### src/inc/lgw_pkg.sv
package lgw_pkg;
    // register indices on the index/data port
    localparam logic [7:0] REG_GAMMA_POS_FINE_A  = 8'h30;
    localparam logic [7:0] REG_GAMMA_POS_FINE_B  = 8'h31;
    localparam logic [7:0] REG_GAMMA_POS_FINE_C  = 8'h32;
    localparam logic [7:0] REG_GAMMA_POS_FINE_D  = 8'h33;
    localparam logic [7:0] REG_GAMMA_POS_FINE_E  = 8'h34;
    localparam logic [7:0] REG_GAMMA_POS_GRAD    = 8'h35;
    localparam logic [7:0] REG_GAMMA_POS_AMPL    = 8'h36;
    localparam logic [7:0] REG_GAMMA_NEG_FINE_A  = 8'h37;
    localparam logic [7:0] REG_GAMMA_NEG_FINE_B  = 8'h38;
    localparam logic [7:0] REG_GAMMA_NEG_FINE_C  = 8'h39;
    localparam logic [7:0] REG_GAMMA_NEG_FINE_D  = 8'h3A;
    localparam logic [7:0] REG_GAMMA_NEG_FINE_E  = 8'h3B;
    localparam logic [7:0] REG_GAMMA_NEG_GRAD    = 8'h3C;
    localparam logic [7:0] REG_GAMMA_NEG_AMPL    = 8'h3D;
    localparam logic [7:0] REG_WINDOW_COL_START  = 8'h50;
    localparam logic [7:0] REG_WINDOW_COL_END    = 8'h51;
    localparam logic [7:0] REG_WINDOW_LINE_START = 8'h52;
    localparam logic [7:0] REG_WINDOW_LINE_END   = 8'h53;
    localparam logic [7:0] REG_GATE_SCAN_SETUP   = 8'h60;
    localparam logic [7:0] REG_BASE_IMAGE_CTRL   = 8'h61;
    localparam logic [7:0] REG_SCROLL_AMOUNT     = 8'h6A;
    localparam logic [7:0] REG_RAM_ADDR_LO       = 8'h20;
    localparam logic [7:0] REG_RAM_ADDR_HI       = 8'h21;
    localparam logic [7:0] REG_RAM_DATA          = 8'h22;
    // field positions
    localparam int FLD_SCAN_DIR  = 15;
    localparam int FLD_LINES_LSB = 8;
    localparam int FLD_NDL       = 2;
    localparam int FLD_SCROLL_EN = 1;
    localparam int FLD_INVERT    = 0;
    // reset values, line step and scroll limit
    localparam logic [7:0]  RST_WIN_COL_END  = 8'hEF;
    localparam logic [8:0]  RST_WIN_LINE_END = 9'h13F;
    localparam logic [8:0]  LINES_PER_STEP   = 9'h008;
    localparam logic [8:0]  SCROLL_MAX       = 9'h140;
    // timing: host strobe counter bases; strobe low WR_PULSE_CYC+2 cycles, high between phases WR_SETUP_CYC+4
    localparam int WR_SETUP_CYC = 1;
    localparam int WR_PULSE_CYC = 2;
endpackage : lgw_pkg

### src/inc/lgw_if.sv
`timescale 1ns/10ps
interface lgw_if;
    logic        index_data_select;
    logic        wr_n;
    logic [15:0] data;
    modport host (output index_data_select, output wr_n, output data);
    modport dev  (input index_data_select, input wr_n, input data);
endinterface : lgw_if

### src/hw/lgw_sync.sv
`timescale 1ns/10ps
module lgw_sync_pin #(
    parameter int WIDTH = 1
) (
    input  wire logic             clk_i,
    input  wire logic             arst_n_i,
    input  wire logic             ce_i,
    input  wire logic [WIDTH-1:0] d_i,
    output logic      [WIDTH-1:0] q_o
);
    logic [WIDTH-1:0] s1;
    logic [WIDTH-1:0] s2;
    logic [WIDTH-1:0] s3;
    // a change is taken only once the second and third stages agree
    always_ff @(posedge clk_i or negedge arst_n_i) begin
        if (!arst_n_i) begin
            s1  <= '1;
            s2  <= '1;
            s3  <= '1;
            q_o <= '1;
        end else if (ce_i) begin
            s1 <= d_i;
            s2 <= s1;
            s3 <= s2;
            for (int i = 0; i < WIDTH; i++) begin
                if (s2[i] == s3[i]) begin
                    q_o[i] <= s3[i];
                end
            end
        end
    end
endmodule : lgw_sync_pin

### src/hw/lgw_dev.sv
// How it works
// RULE1: hold 8-bit column window, clip writes
// RULE2: host keeps column bounds legal before writes
// RULE3: hold 9-bit line window, clip writes
// RULE4: host keeps line bounds legal before writes
// RULE5: six-bit scan start selects gate line
// RULE6: line count sets driven lines, eight-step
// RULE7: line count never alters RAM mapping
// RULE8: host sets line count covering panel
// RULE9: one bit selects gate scan direction
// RULE10: invert bit swaps zero-data drive levels
// RULE11: porch level follows separate porch setting
// RULE12: scroll enable shifts base image start
// RULE13: nine-bit scroll amount offsets start line
// RULE14: scrolling leaves partial images in place
// RULE15: host keeps scroll off on external interface; lgw_host ties ext_if_mode to 0, lgw_dev forces start line 0 instead
// RULE16: non-display bit sets unlit area level
// RULE17: positive gamma fine, gradient, amplitude fields
// RULE18: identical independent negative gamma fields
// RULE19: ram writes advance address, reads never
// RULE20: host keeps scroll amount within 320
// RULE21: fixed-zero bits ignored on write
`timescale 1ns/10ps
module lgw_dev
    import lgw_pkg::*;
(
    input  wire logic        REF_CLK_I,
    input  wire logic        ARST_N_I,
    input  wire logic        CE_I,
    lgw_if.dev               bus,
    input  wire logic        PORCH_LEVEL_SEL_I,
    input  wire logic        EXT_IF_ACTIVE_I,
    output logic [17:0]      GAMMA_POS_FINE_3B_O,
    output logic [7:0]       GAMMA_POS_FINE_2B_O,
    output logic [5:0]       GAMMA_POS_GRADIENT_SEL_O,
    output logic [9:0]       GAMMA_POS_AMPLITUDE_SEL_O,
    output logic [17:0]      GAMMA_NEG_FINE_3B_O,
    output logic [7:0]       GAMMA_NEG_FINE_2B_O,
    output logic [5:0]       GAMMA_NEG_GRADIENT_SEL_O,
    output logic [9:0]       GAMMA_NEG_AMPLITUDE_SEL_O,
    output logic [5:0]       SCAN_START_LINE_O,
    output logic [8:0]       DRIVEN_LINES_O,
    output logic             GATE_SCAN_DIR_O,
    output logic             ZERO_LEVEL_POS_HIGH_O,
    output logic             PORCH_LEVEL_SEL_O,
    output logic             NONDISPLAY_LEVEL_O,
    output logic [8:0]       DISPLAY_START_LINE_O,
    output logic [16:0]      RAM_ADDR_O,
    output logic [17:0]      RAM_WDATA_O,
    output logic             RAM_WE_O
);
    logic        sel_q;
    logic        wr_n_q;
    logic [15:0] data_hold;
    logic [5:0]  fld3;
    logic [3:0]  fld2;
    logic [9:0]  fld5;
    logic        wr_n_d;
    logic        wr_rise;
    logic [7:0]  index;
    logic [7:0]  win_col_start;
    logic [7:0]  win_col_end;
    logic [8:0]  win_line_start;
    logic [8:0]  win_line_end;
    logic [5:0]  driven_line_count;
    logic        gray_invert;
    logic        scroll_enable;
    logic [8:0]  scroll_amount;
    logic [7:0]  col;
    logic [8:0]  line;
    logic        data_wr;

    // data bus is stable around the strobe, so only controls take the filter
    lgw_sync_pin #(.WIDTH(2)) u_sync (
        .clk_i   (REF_CLK_I),
        .arst_n_i(ARST_N_I),
        .ce_i    (CE_I),
        .d_i     ({bus.index_data_select, bus.wr_n}),
        .q_o     ({sel_q, wr_n_q})
    );
    assign fld3    = {data_hold[10:8], data_hold[2:0]};
    assign fld2    = {data_hold[9:8], data_hold[1:0]};
    assign fld5    = {data_hold[12:8], data_hold[4:0]};
    assign wr_rise = wr_n_q && !wr_n_d;
    assign data_wr = wr_rise && sel_q;

    always_ff @(posedge REF_CLK_I or negedge ARST_N_I) begin
        if (!ARST_N_I) begin
            wr_n_d    <= 1'b1;
            data_hold <= 16'h0000;
        end else if (CE_I) begin
            wr_n_d    <= wr_n_q;
            data_hold <= bus.data;
        end
    end

    always_ff @(posedge REF_CLK_I or negedge ARST_N_I) begin
        if (!ARST_N_I) begin
            index <= 8'h00;
        end else if (CE_I && wr_rise && !sel_q) begin
            index <= data_hold[7:0];
        end
    end

    always_ff @(posedge REF_CLK_I or negedge ARST_N_I) begin
        if (!ARST_N_I) begin
            GAMMA_POS_FINE_3B_O       <= 18'h00000;
            GAMMA_POS_FINE_2B_O       <= 8'h00;
            GAMMA_POS_GRADIENT_SEL_O  <= 6'h00;
            GAMMA_POS_AMPLITUDE_SEL_O <= 10'h000;
            GAMMA_NEG_FINE_3B_O       <= 18'h00000;
            GAMMA_NEG_FINE_2B_O       <= 8'h00;
            GAMMA_NEG_GRADIENT_SEL_O  <= 6'h00;
            GAMMA_NEG_AMPLITUDE_SEL_O <= 10'h000;
        end else if (CE_I && data_wr) begin
            case (index)
                REG_GAMMA_POS_FINE_A: GAMMA_POS_FINE_3B_O[5:0]   <= fld3; // [RULE17] [RULE21]
                REG_GAMMA_POS_FINE_B: GAMMA_POS_FINE_3B_O[11:6]  <= fld3; // [RULE17]
                REG_GAMMA_POS_FINE_C: GAMMA_POS_FINE_3B_O[17:12] <= fld3; // [RULE17]
                REG_GAMMA_POS_FINE_D: GAMMA_POS_FINE_2B_O[3:0]   <= fld2; // [RULE17]
                REG_GAMMA_POS_FINE_E: GAMMA_POS_FINE_2B_O[7:4]   <= fld2; // [RULE17]
                REG_GAMMA_POS_GRAD:   GAMMA_POS_GRADIENT_SEL_O   <= fld3; // [RULE17]
                REG_GAMMA_POS_AMPL:   GAMMA_POS_AMPLITUDE_SEL_O  <= fld5; // [RULE17]
                REG_GAMMA_NEG_FINE_A: GAMMA_NEG_FINE_3B_O[5:0]   <= fld3; // [RULE18]
                REG_GAMMA_NEG_FINE_B: GAMMA_NEG_FINE_3B_O[11:6]  <= fld3; // [RULE18]
                REG_GAMMA_NEG_FINE_C: GAMMA_NEG_FINE_3B_O[17:12] <= fld3; // [RULE18]
                REG_GAMMA_NEG_FINE_D: GAMMA_NEG_FINE_2B_O[3:0]   <= fld2; // [RULE18]
                REG_GAMMA_NEG_FINE_E: GAMMA_NEG_FINE_2B_O[7:4]   <= fld2; // [RULE18]
                REG_GAMMA_NEG_GRAD:   GAMMA_NEG_GRADIENT_SEL_O   <= fld3; // [RULE18]
                REG_GAMMA_NEG_AMPL:   GAMMA_NEG_AMPLITUDE_SEL_O  <= fld5; // [RULE18]
                default: ;
            endcase
        end
    end

    // window and base-image setup
    always_ff @(posedge REF_CLK_I or negedge ARST_N_I) begin
        if (!ARST_N_I) begin
            win_col_start     <= 8'h00;
            win_col_end       <= RST_WIN_COL_END;
            win_line_start    <= 9'h000;
            win_line_end      <= RST_WIN_LINE_END;
            SCAN_START_LINE_O <= 6'h00;
            driven_line_count <= 6'h00;
            GATE_SCAN_DIR_O   <= 1'b0;
            gray_invert       <= 1'b0;
            scroll_enable     <= 1'b0;
            NONDISPLAY_LEVEL_O <= 1'b0;
            scroll_amount     <= 9'h000;
        end else if (CE_I && data_wr) begin
            case (index)
                REG_WINDOW_COL_START:  win_col_start  <= data_hold[7:0]; // [RULE1]
                REG_WINDOW_COL_END:    win_col_end    <= data_hold[7:0]; // [RULE1]
                REG_WINDOW_LINE_START: win_line_start <= data_hold[8:0]; // [RULE3]
                REG_WINDOW_LINE_END:   win_line_end   <= data_hold[8:0]; // [RULE3]
                REG_GATE_SCAN_SETUP: begin
                    SCAN_START_LINE_O <= data_hold[5:0]; // [RULE5]
                    driven_line_count <= data_hold[FLD_LINES_LSB+:6]; // [RULE6]
                    GATE_SCAN_DIR_O   <= data_hold[FLD_SCAN_DIR]; // [RULE9]
                end
                REG_BASE_IMAGE_CTRL: begin
                    gray_invert        <= data_hold[FLD_INVERT]; // [RULE10]
                    scroll_enable      <= data_hold[FLD_SCROLL_EN]; // [RULE12]
                    NONDISPLAY_LEVEL_O <= data_hold[FLD_NDL]; // [RULE16]
                end
                REG_SCROLL_AMOUNT: scroll_amount <= data_hold[8:0]; // [RULE13]
                default: ;
            endcase
        end
    end

    // partial images take nothing from here
    always_ff @(posedge REF_CLK_I or negedge ARST_N_I) begin
        if (!ARST_N_I) begin
            DRIVEN_LINES_O        <= 9'h000;
            ZERO_LEVEL_POS_HIGH_O <= 1'b1;
            PORCH_LEVEL_SEL_O     <= 1'b0;
            DISPLAY_START_LINE_O  <= 9'h000;
        end else if (CE_I) begin
            // count n drives n+1 steps; ram mapping untouched [RULE7]
            DRIVEN_LINES_O        <= (9'(driven_line_count) + 9'h001) * LINES_PER_STEP; // [RULE6]
            ZERO_LEVEL_POS_HIGH_O <= !gray_invert; // [RULE10]
            PORCH_LEVEL_SEL_O     <= PORCH_LEVEL_SEL_I; // [RULE11]
            // external interface guard [RULE15]
            DISPLAY_START_LINE_O  <= (scroll_enable && !EXT_IF_ACTIVE_I && scroll_amount <= SCROLL_MAX)
                                     ? scroll_amount : 9'h000; // [RULE12] [RULE14]
        end
    end

    // address counter: column then line, wraps inside the window
    always_ff @(posedge REF_CLK_I or negedge ARST_N_I) begin
        if (!ARST_N_I) begin
            col         <= 8'h00;
            line        <= 9'h000;
            RAM_ADDR_O  <= 17'h00000;
            RAM_WDATA_O <= 18'h00000;
            RAM_WE_O    <= 1'b0;
        end else if (CE_I) begin
            RAM_WE_O <= 1'b0;
            if (data_wr && index == REG_RAM_ADDR_LO) begin
                col <= data_hold[7:0];
            end else if (data_wr && index == REG_RAM_ADDR_HI) begin
                line <= data_hold[8:0];
            end else if (data_wr && index == REG_RAM_DATA) begin
                // writes outside the window are dropped [RULE1] [RULE3]
                if (col >= win_col_start && col <= win_col_end &&
                    line >= win_line_start && line <= win_line_end) begin
                    RAM_WE_O    <= 1'b1;
                    RAM_ADDR_O  <= {line, col};
                    RAM_WDATA_O <= {data_hold[15:11], data_hold[15], data_hold[10:5],
                                    data_hold[4:0], data_hold[4]};
                end
                if (col >= win_col_end) begin // [RULE19]
                    col  <= win_col_start;
                    line <= (line >= win_line_end) ? win_line_start : line + 9'h001;
                end else begin
                    col <= col + 8'h01;
                end
            end
        end
    end
endmodule : lgw_dev

### src/flat_wrapper.sv
// flat-port wrapper written by rule: the top's interface ports become plain ports
module lgw_dev_flat import lgw_pkg::*;
  (REF_CLK_I, ARST_N_I, CE_I, PORCH_LEVEL_SEL_I, EXT_IF_ACTIVE_I, GAMMA_POS_FINE_3B_O, GAMMA_POS_FINE_2B_O, GAMMA_POS_GRADIENT_SEL_O, GAMMA_POS_AMPLITUDE_SEL_O, GAMMA_NEG_FINE_3B_O, GAMMA_NEG_FINE_2B_O, GAMMA_NEG_GRADIENT_SEL_O, GAMMA_NEG_AMPLITUDE_SEL_O, SCAN_START_LINE_O, DRIVEN_LINES_O, GATE_SCAN_DIR_O, ZERO_LEVEL_POS_HIGH_O, PORCH_LEVEL_SEL_O, NONDISPLAY_LEVEL_O, DISPLAY_START_LINE_O, RAM_ADDR_O, RAM_WDATA_O, RAM_WE_O, bus_index_data_select, bus_wr_n, bus_data);
  lgw_if bus_i ();
  input  wire logic REF_CLK_I;
  input  wire logic ARST_N_I;
  input  wire logic CE_I;
  input  wire logic PORCH_LEVEL_SEL_I;
  input  wire logic EXT_IF_ACTIVE_I;
  output logic [17:0] GAMMA_POS_FINE_3B_O;
  output logic [7:0] GAMMA_POS_FINE_2B_O;
  output logic [5:0] GAMMA_POS_GRADIENT_SEL_O;
  output logic [9:0] GAMMA_POS_AMPLITUDE_SEL_O;
  output logic [17:0] GAMMA_NEG_FINE_3B_O;
  output logic [7:0] GAMMA_NEG_FINE_2B_O;
  output logic [5:0] GAMMA_NEG_GRADIENT_SEL_O;
  output logic [9:0] GAMMA_NEG_AMPLITUDE_SEL_O;
  output logic [5:0] SCAN_START_LINE_O;
  output logic [8:0] DRIVEN_LINES_O;
  output logic GATE_SCAN_DIR_O;
  output logic ZERO_LEVEL_POS_HIGH_O;
  output logic PORCH_LEVEL_SEL_O;
  output logic NONDISPLAY_LEVEL_O;
  output logic [8:0] DISPLAY_START_LINE_O;
  output logic [16:0] RAM_ADDR_O;
  output logic [17:0] RAM_WDATA_O;
  output logic RAM_WE_O;
  input wire logic [$bits(bus_i.index_data_select)-1:0] bus_index_data_select;
  input wire logic [$bits(bus_i.wr_n)-1:0] bus_wr_n;
  input wire logic [$bits(bus_i.data)-1:0] bus_data;
  assign bus_i.index_data_select = bus_index_data_select;
  assign bus_i.wr_n = bus_wr_n;
  assign bus_i.data = bus_data;
  lgw_dev u_core (.REF_CLK_I(REF_CLK_I), .ARST_N_I(ARST_N_I), .CE_I(CE_I), .bus(bus_i), .PORCH_LEVEL_SEL_I(PORCH_LEVEL_SEL_I), .EXT_IF_ACTIVE_I(EXT_IF_ACTIVE_I), .GAMMA_POS_FINE_3B_O(GAMMA_POS_FINE_3B_O), .GAMMA_POS_FINE_2B_O(GAMMA_POS_FINE_2B_O), .GAMMA_POS_GRADIENT_SEL_O(GAMMA_POS_GRADIENT_SEL_O), .GAMMA_POS_AMPLITUDE_SEL_O(GAMMA_POS_AMPLITUDE_SEL_O), .GAMMA_NEG_FINE_3B_O(GAMMA_NEG_FINE_3B_O), .GAMMA_NEG_FINE_2B_O(GAMMA_NEG_FINE_2B_O), .GAMMA_NEG_GRADIENT_SEL_O(GAMMA_NEG_GRADIENT_SEL_O), .GAMMA_NEG_AMPLITUDE_SEL_O(GAMMA_NEG_AMPLITUDE_SEL_O), .SCAN_START_LINE_O(SCAN_START_LINE_O), .DRIVEN_LINES_O(DRIVEN_LINES_O), .GATE_SCAN_DIR_O(GATE_SCAN_DIR_O), .ZERO_LEVEL_POS_HIGH_O(ZERO_LEVEL_POS_HIGH_O), .PORCH_LEVEL_SEL_O(PORCH_LEVEL_SEL_O), .NONDISPLAY_LEVEL_O(NONDISPLAY_LEVEL_O), .DISPLAY_START_LINE_O(DISPLAY_START_LINE_O), .RAM_ADDR_O(RAM_ADDR_O), .RAM_WDATA_O(RAM_WDATA_O), .RAM_WE_O(RAM_WE_O));
endmodule
### config.mk
export PLATFORM = sky130hd
export DESIGN_NAME = lgw_dev_flat
export DESIGN_NICKNAME = d
export VERILOG_FILES = /design/src/inc/lgw_pkg.sv /design/src/inc/lgw_if.sv /design/src/hw/lgw_sync.sv /design/src/hw/lgw_dev.sv /design/src/flat_wrapper.sv
export SDC_FILE = /design/constraint.sdc
export NUM_CORES = 1
export LEC_CHECK = 0
export BUFFER_PORTS_ARGS = -buffer_cell sky130_fd_sc_hd__clkbuf_2
export CAP_MARGIN = 20
export CELL_PAD_IN_SITES_DETAIL_PLACEMENT = 0
export CELL_PAD_IN_SITES_GLOBAL_PLACEMENT = 2
export CORE_UTILIZATION = 35
export DETAILED_ROUTE_END_ITERATION = 8
export PLACE_DENSITY_LB_ADDON = 0.1
export SLEW_MARGIN = 10
export SYNTH_ARGS = -nofsm -noshare
export SYNTH_HDL_FRONTEND = slang
export SYNTH_SLANG_ARGS = --single-unit
export TNS_END_PERCENT = 20
### constraint.sdc
create_clock -name REF_CLK_I -period 8.8 [get_ports REF_CLK_I]
set_clock_uncertainty 0.15 [all_clocks]
set_input_delay 0.44 -clock REF_CLK_I [delete_from_list [all_inputs] [get_ports REF_CLK_I]]
set_output_delay 0.44 -clock REF_CLK_I [all_outputs]
set_load 0.005 [all_outputs]
==> results.md <==
- The flow ran to the end, and the final reports show no timing, DRC or antenna violations.
- After the first detailed-routing iteration, the DRC count stood at 396.
- Total power for the finished layout comes to 0.00300 W.
- Summed over all layers, the routed wires come to 28,800 µm.
- The deepest clock path buffer count is 3.
- The critical path in this run is classified as register to register.
- In this run the standard cell core region covers 30,000 µm².
- The number of global-route vias before repair is between 7k and 8k.
- The worst setup margin is 5.22 ns.
- The via density per instance is 4.98.
- The count of nets left with antenna violations once routing finished came out at 0.
- The die is 178 µm wide.
- Buffers placed on the I/O ports in this run total between 150 and 200.
- The summed negative setup slack over all endpoints is 0 ns.
- The final critical path time including I/O delays and setup is between 3 and 4 ns.
- Of the cells placed in the final design, the portion with a size suffix greater than 1 is approximately 40%.
- The effective utilization at floorplan is 36.0%.
- Summing the sequential cell areas from Yosys gives 56.7% of the chip area.
- Setup violations remaining at the end of the flow were counted as 0.
- The final net count is 1,089.
- Entering global routing, the biggest net connects 105 pins.
- The residual DRC count is 0.
- The number of pins with negative max-slew slack in the final report came to 0.
- The clock tree from TritonCTS is done.
- The top-level port count is between 150 and 200.
- The synthesized design contains 0 enable-type register cells.
- For the worst-skew pair, the clock arrives at the later sink with an insertion delay of 0.56 ns.
- The flop and latch count out of synthesis is 244.
- Buffers inserted during clock tree synthesis total 29.
- Clock-pin slew was measured on the worst setup and hold paths at 0.06 ns.
- Each instance of the synthesized netlist takes up on average 12.9 µm².
- The post-DP HPWL is 18,900 µm.
- In the layout the commonest cells are dfrtp_1 (220), mux2_2 (168), clkbuf_2 (166).
- The number of cells in the finished layout apart from fillers is ~1.4k.
- The average wire length per cell after detail routing is ~20 µm.
- The die covers 31,600 µm².
- The tightest hold path in the finished design has a slack of 0.0248 ns.
- Max-cap violations in this run came to 0.
- The die height is 178 µm.
- The buffer type at the clock tree root is clkbuf_16.
- The CTS H-tree depth is 1.
- The data arrival time of the worst path is 3.86 ns.
- The worst setup path is launched from a register.
- The count of standard-cell rows is 63.
- Detailed routing inserted a total of 7,172 vias.
- The most common cell after layout, fill and taps aside is dfrtp_1.
- Global routing finished with a remaining overflow of 0.
- The global-route usage over all layers is 18.7%.
- For the worst setup path, the data required time is just over 9 ns.
- The clock net in this run drives a total of 244 sinks.
- Dividing total power by cell area gives a power density of 227 nW/µm².
- STA classifies the critical path endpoint as a register.
- The worst setup slack before clock tree synthesis is 4.92 ns.
- The count of instances resized after the clock tree is built is 0.
- The cell count after placement is 1,368.
- The synthesized cell area is 10,800 µm².
- Based on the critical path, the design can be clocked at up to 279 MHz.
- In the finished design, the share of the clock period the worst path needs comes to between 40% and 50%.
- The first detailed-routing pass took 4 iterations.
- The proportion of synthesized flip-flops having asynchronous set or reset is 100%.
- The final hold violation count came to 0.
- IR analysis of the VDD net gives a maximum drop of between 0.15 and 0.2 mV.
- Relative to the synthesized area, the layout overhead comes to 22.1%.
- The slew of the pin with the lowest slew margin is between 0.9 and 1 ns.
- The analysis attributes to cell leakage a power of 6.80 nW.
- The Yosys step of the flow raised 0 warnings.
- The main flop type after synthesis is dfrtp_1.
- The weighted congestion reported at the end of routability-driven placement is 0.755.
- Setup repair after global routing left no endpoint under its margin.
- The largest fanout on the critical path is 28.
- The number of antenna violations at the first check in global routing is 1.
- The netlist uses 51 different library cells.
- The count of antenna diodes in the layout is 0.
- The worst pin sits at a relative slew slack of 36.1%.
- The tightest min-delay check is of the input port to register type.
- The first global-routing pass estimated around 45,000 µm of wire.
- In the synthesized netlist, the number of instances is 840.
==> per-stage QoR <==
step / cell area [µm²] / util (%)
after global routing: 13200 / 44.0
after detailed placement: 12000 / 40.1
final: 13200 / 44.0
after global placement: 12000 / 40.1
after CTS: 13200 / 43.9
after floorplan: 10800 / -
==> what timing repair did <==
action                     CTS  global route
buffers inserted             0             0
hold endpoints to repair   106             0
hold buffers                19             0
setup endpoints to repair    0             0
==> per-layer routing <==
metal | part of all wire (%) | track usage [%]
met5 | 0 | 0
met4 | 1.6 | 3.77
met3 | 5.3 | 4.13
met2 | 47 | 30.2
met1 | 46 | 25.6
==> power breakdown <==
group          total (W)  switching [W]  internal (W)
Sequential       0.00139       0.000140       0.00125
Clock            0.00122       0.000484      0.000731
Combinational   0.000395       0.000198      0.000197
==> kinds of logic (layout without fill, tap and decap cells) <==
| group | Yosys count | after routing | synth area share (%) |
|---|---|---|---|
| mux | 204 | 204 | 21.2 |
| simple gates | 142 | 142 | 6.71 |
| flops | 244 | 244 | 56.7 |
| fa+ha+maj | 37 | 37 | 4.28 |
| compound gates | 114 | 114 | 6.52 |
| other cells | 1 | 3 | 0.0347 |
| xor+xnor | 17 | 17 | 1.38 |
| buf+inv | 81 | 290 | 3.19 |
==> cell usage after synthesis, drive strengths merged, types with 5 or more instances <==
cell    number  area share [%]
a21oi       32             1.5
inv         42             1.5
clkbuf      27            0.94
o21ai       40             1.9
nor3         6            0.28
nand2b       5            0.29
buf         12            0.80
ha          37             4.3
nand4        7            0.40
and3         6            0.35
a211oi       5            0.35
nand3       23             1.1
dfrtp      220              51
a22o         9            0.73
nor2b        6            0.35
xnor2       15             1.2
o22ai        6            0.35
dfstp       24             5.8
nand2       47             1.6
mux2i        7            0.65
nor2        23            0.80
mux2       197              21
==> area by class of cell <==
type                            instances  area, µm²
Clock buffer                           41        851
Timing Repair Buffer                  195       1100
Fill cell                            2851      16800
Clock inverter                         12        128
Multi-Input combinational cell        517       4340
Tap cell                              390        488
Sequential cell                       244       6140
Inverter                               42        158
==> critical path, stage by stage, from the launching register on <==
cell and delay [ns]:
dfstp_2 0.51, inv_1 0.04, ha_1 0.30, a21oi_1 0.13, o21ai_0 0.17, o21a_1 0.15, a2111o_1 0.42, a2111oi_4 0.64
buf_4 0.55, mux2_2 0.39
==> sequential cells by signal (all words and copies together) (netlist names), 10 cells and up <==
name	count
u_core.GAMMA_POS_FINE_3B_O	18
u_core.RAM_WDATA_O	16
u_core.RAM_ADDR_O	17
u_core.GAMMA_NEG_FINE_3B_O	18
u_core.GAMMA_POS_AMPLITUDE_SEL_O	10
u_core.GAMMA_NEG_AMPLITUDE_SEL_O	10
u_core.data_hold	16
==> final timing paths <==
check,cells after the start,endpoint,from,slack (ns)
worst max register to register,9,u_core.RAM_ADDR_O[16],u_core.win_col_end[7],5.22
worst min register to register,1,u_core.ZERO_LEVEL_POS_HIGH_O,u_core.gray_invert,0.28
min in group asynchronous,2,u_core.RAM_ADDR_O[6],ARST_N_I,0.38
worst max-delay path,9,u_core.RAM_ADDR_O[16],u_core.win_col_end[7],5.22
worst min-delay path,2,u_core.data_hold[2],bus_data[2],0.02
max in group asynchronous,3,u_core.win_line_start[6],ARST_N_I,6.57
Note: power is estimated with default switching activity, not from simulation.
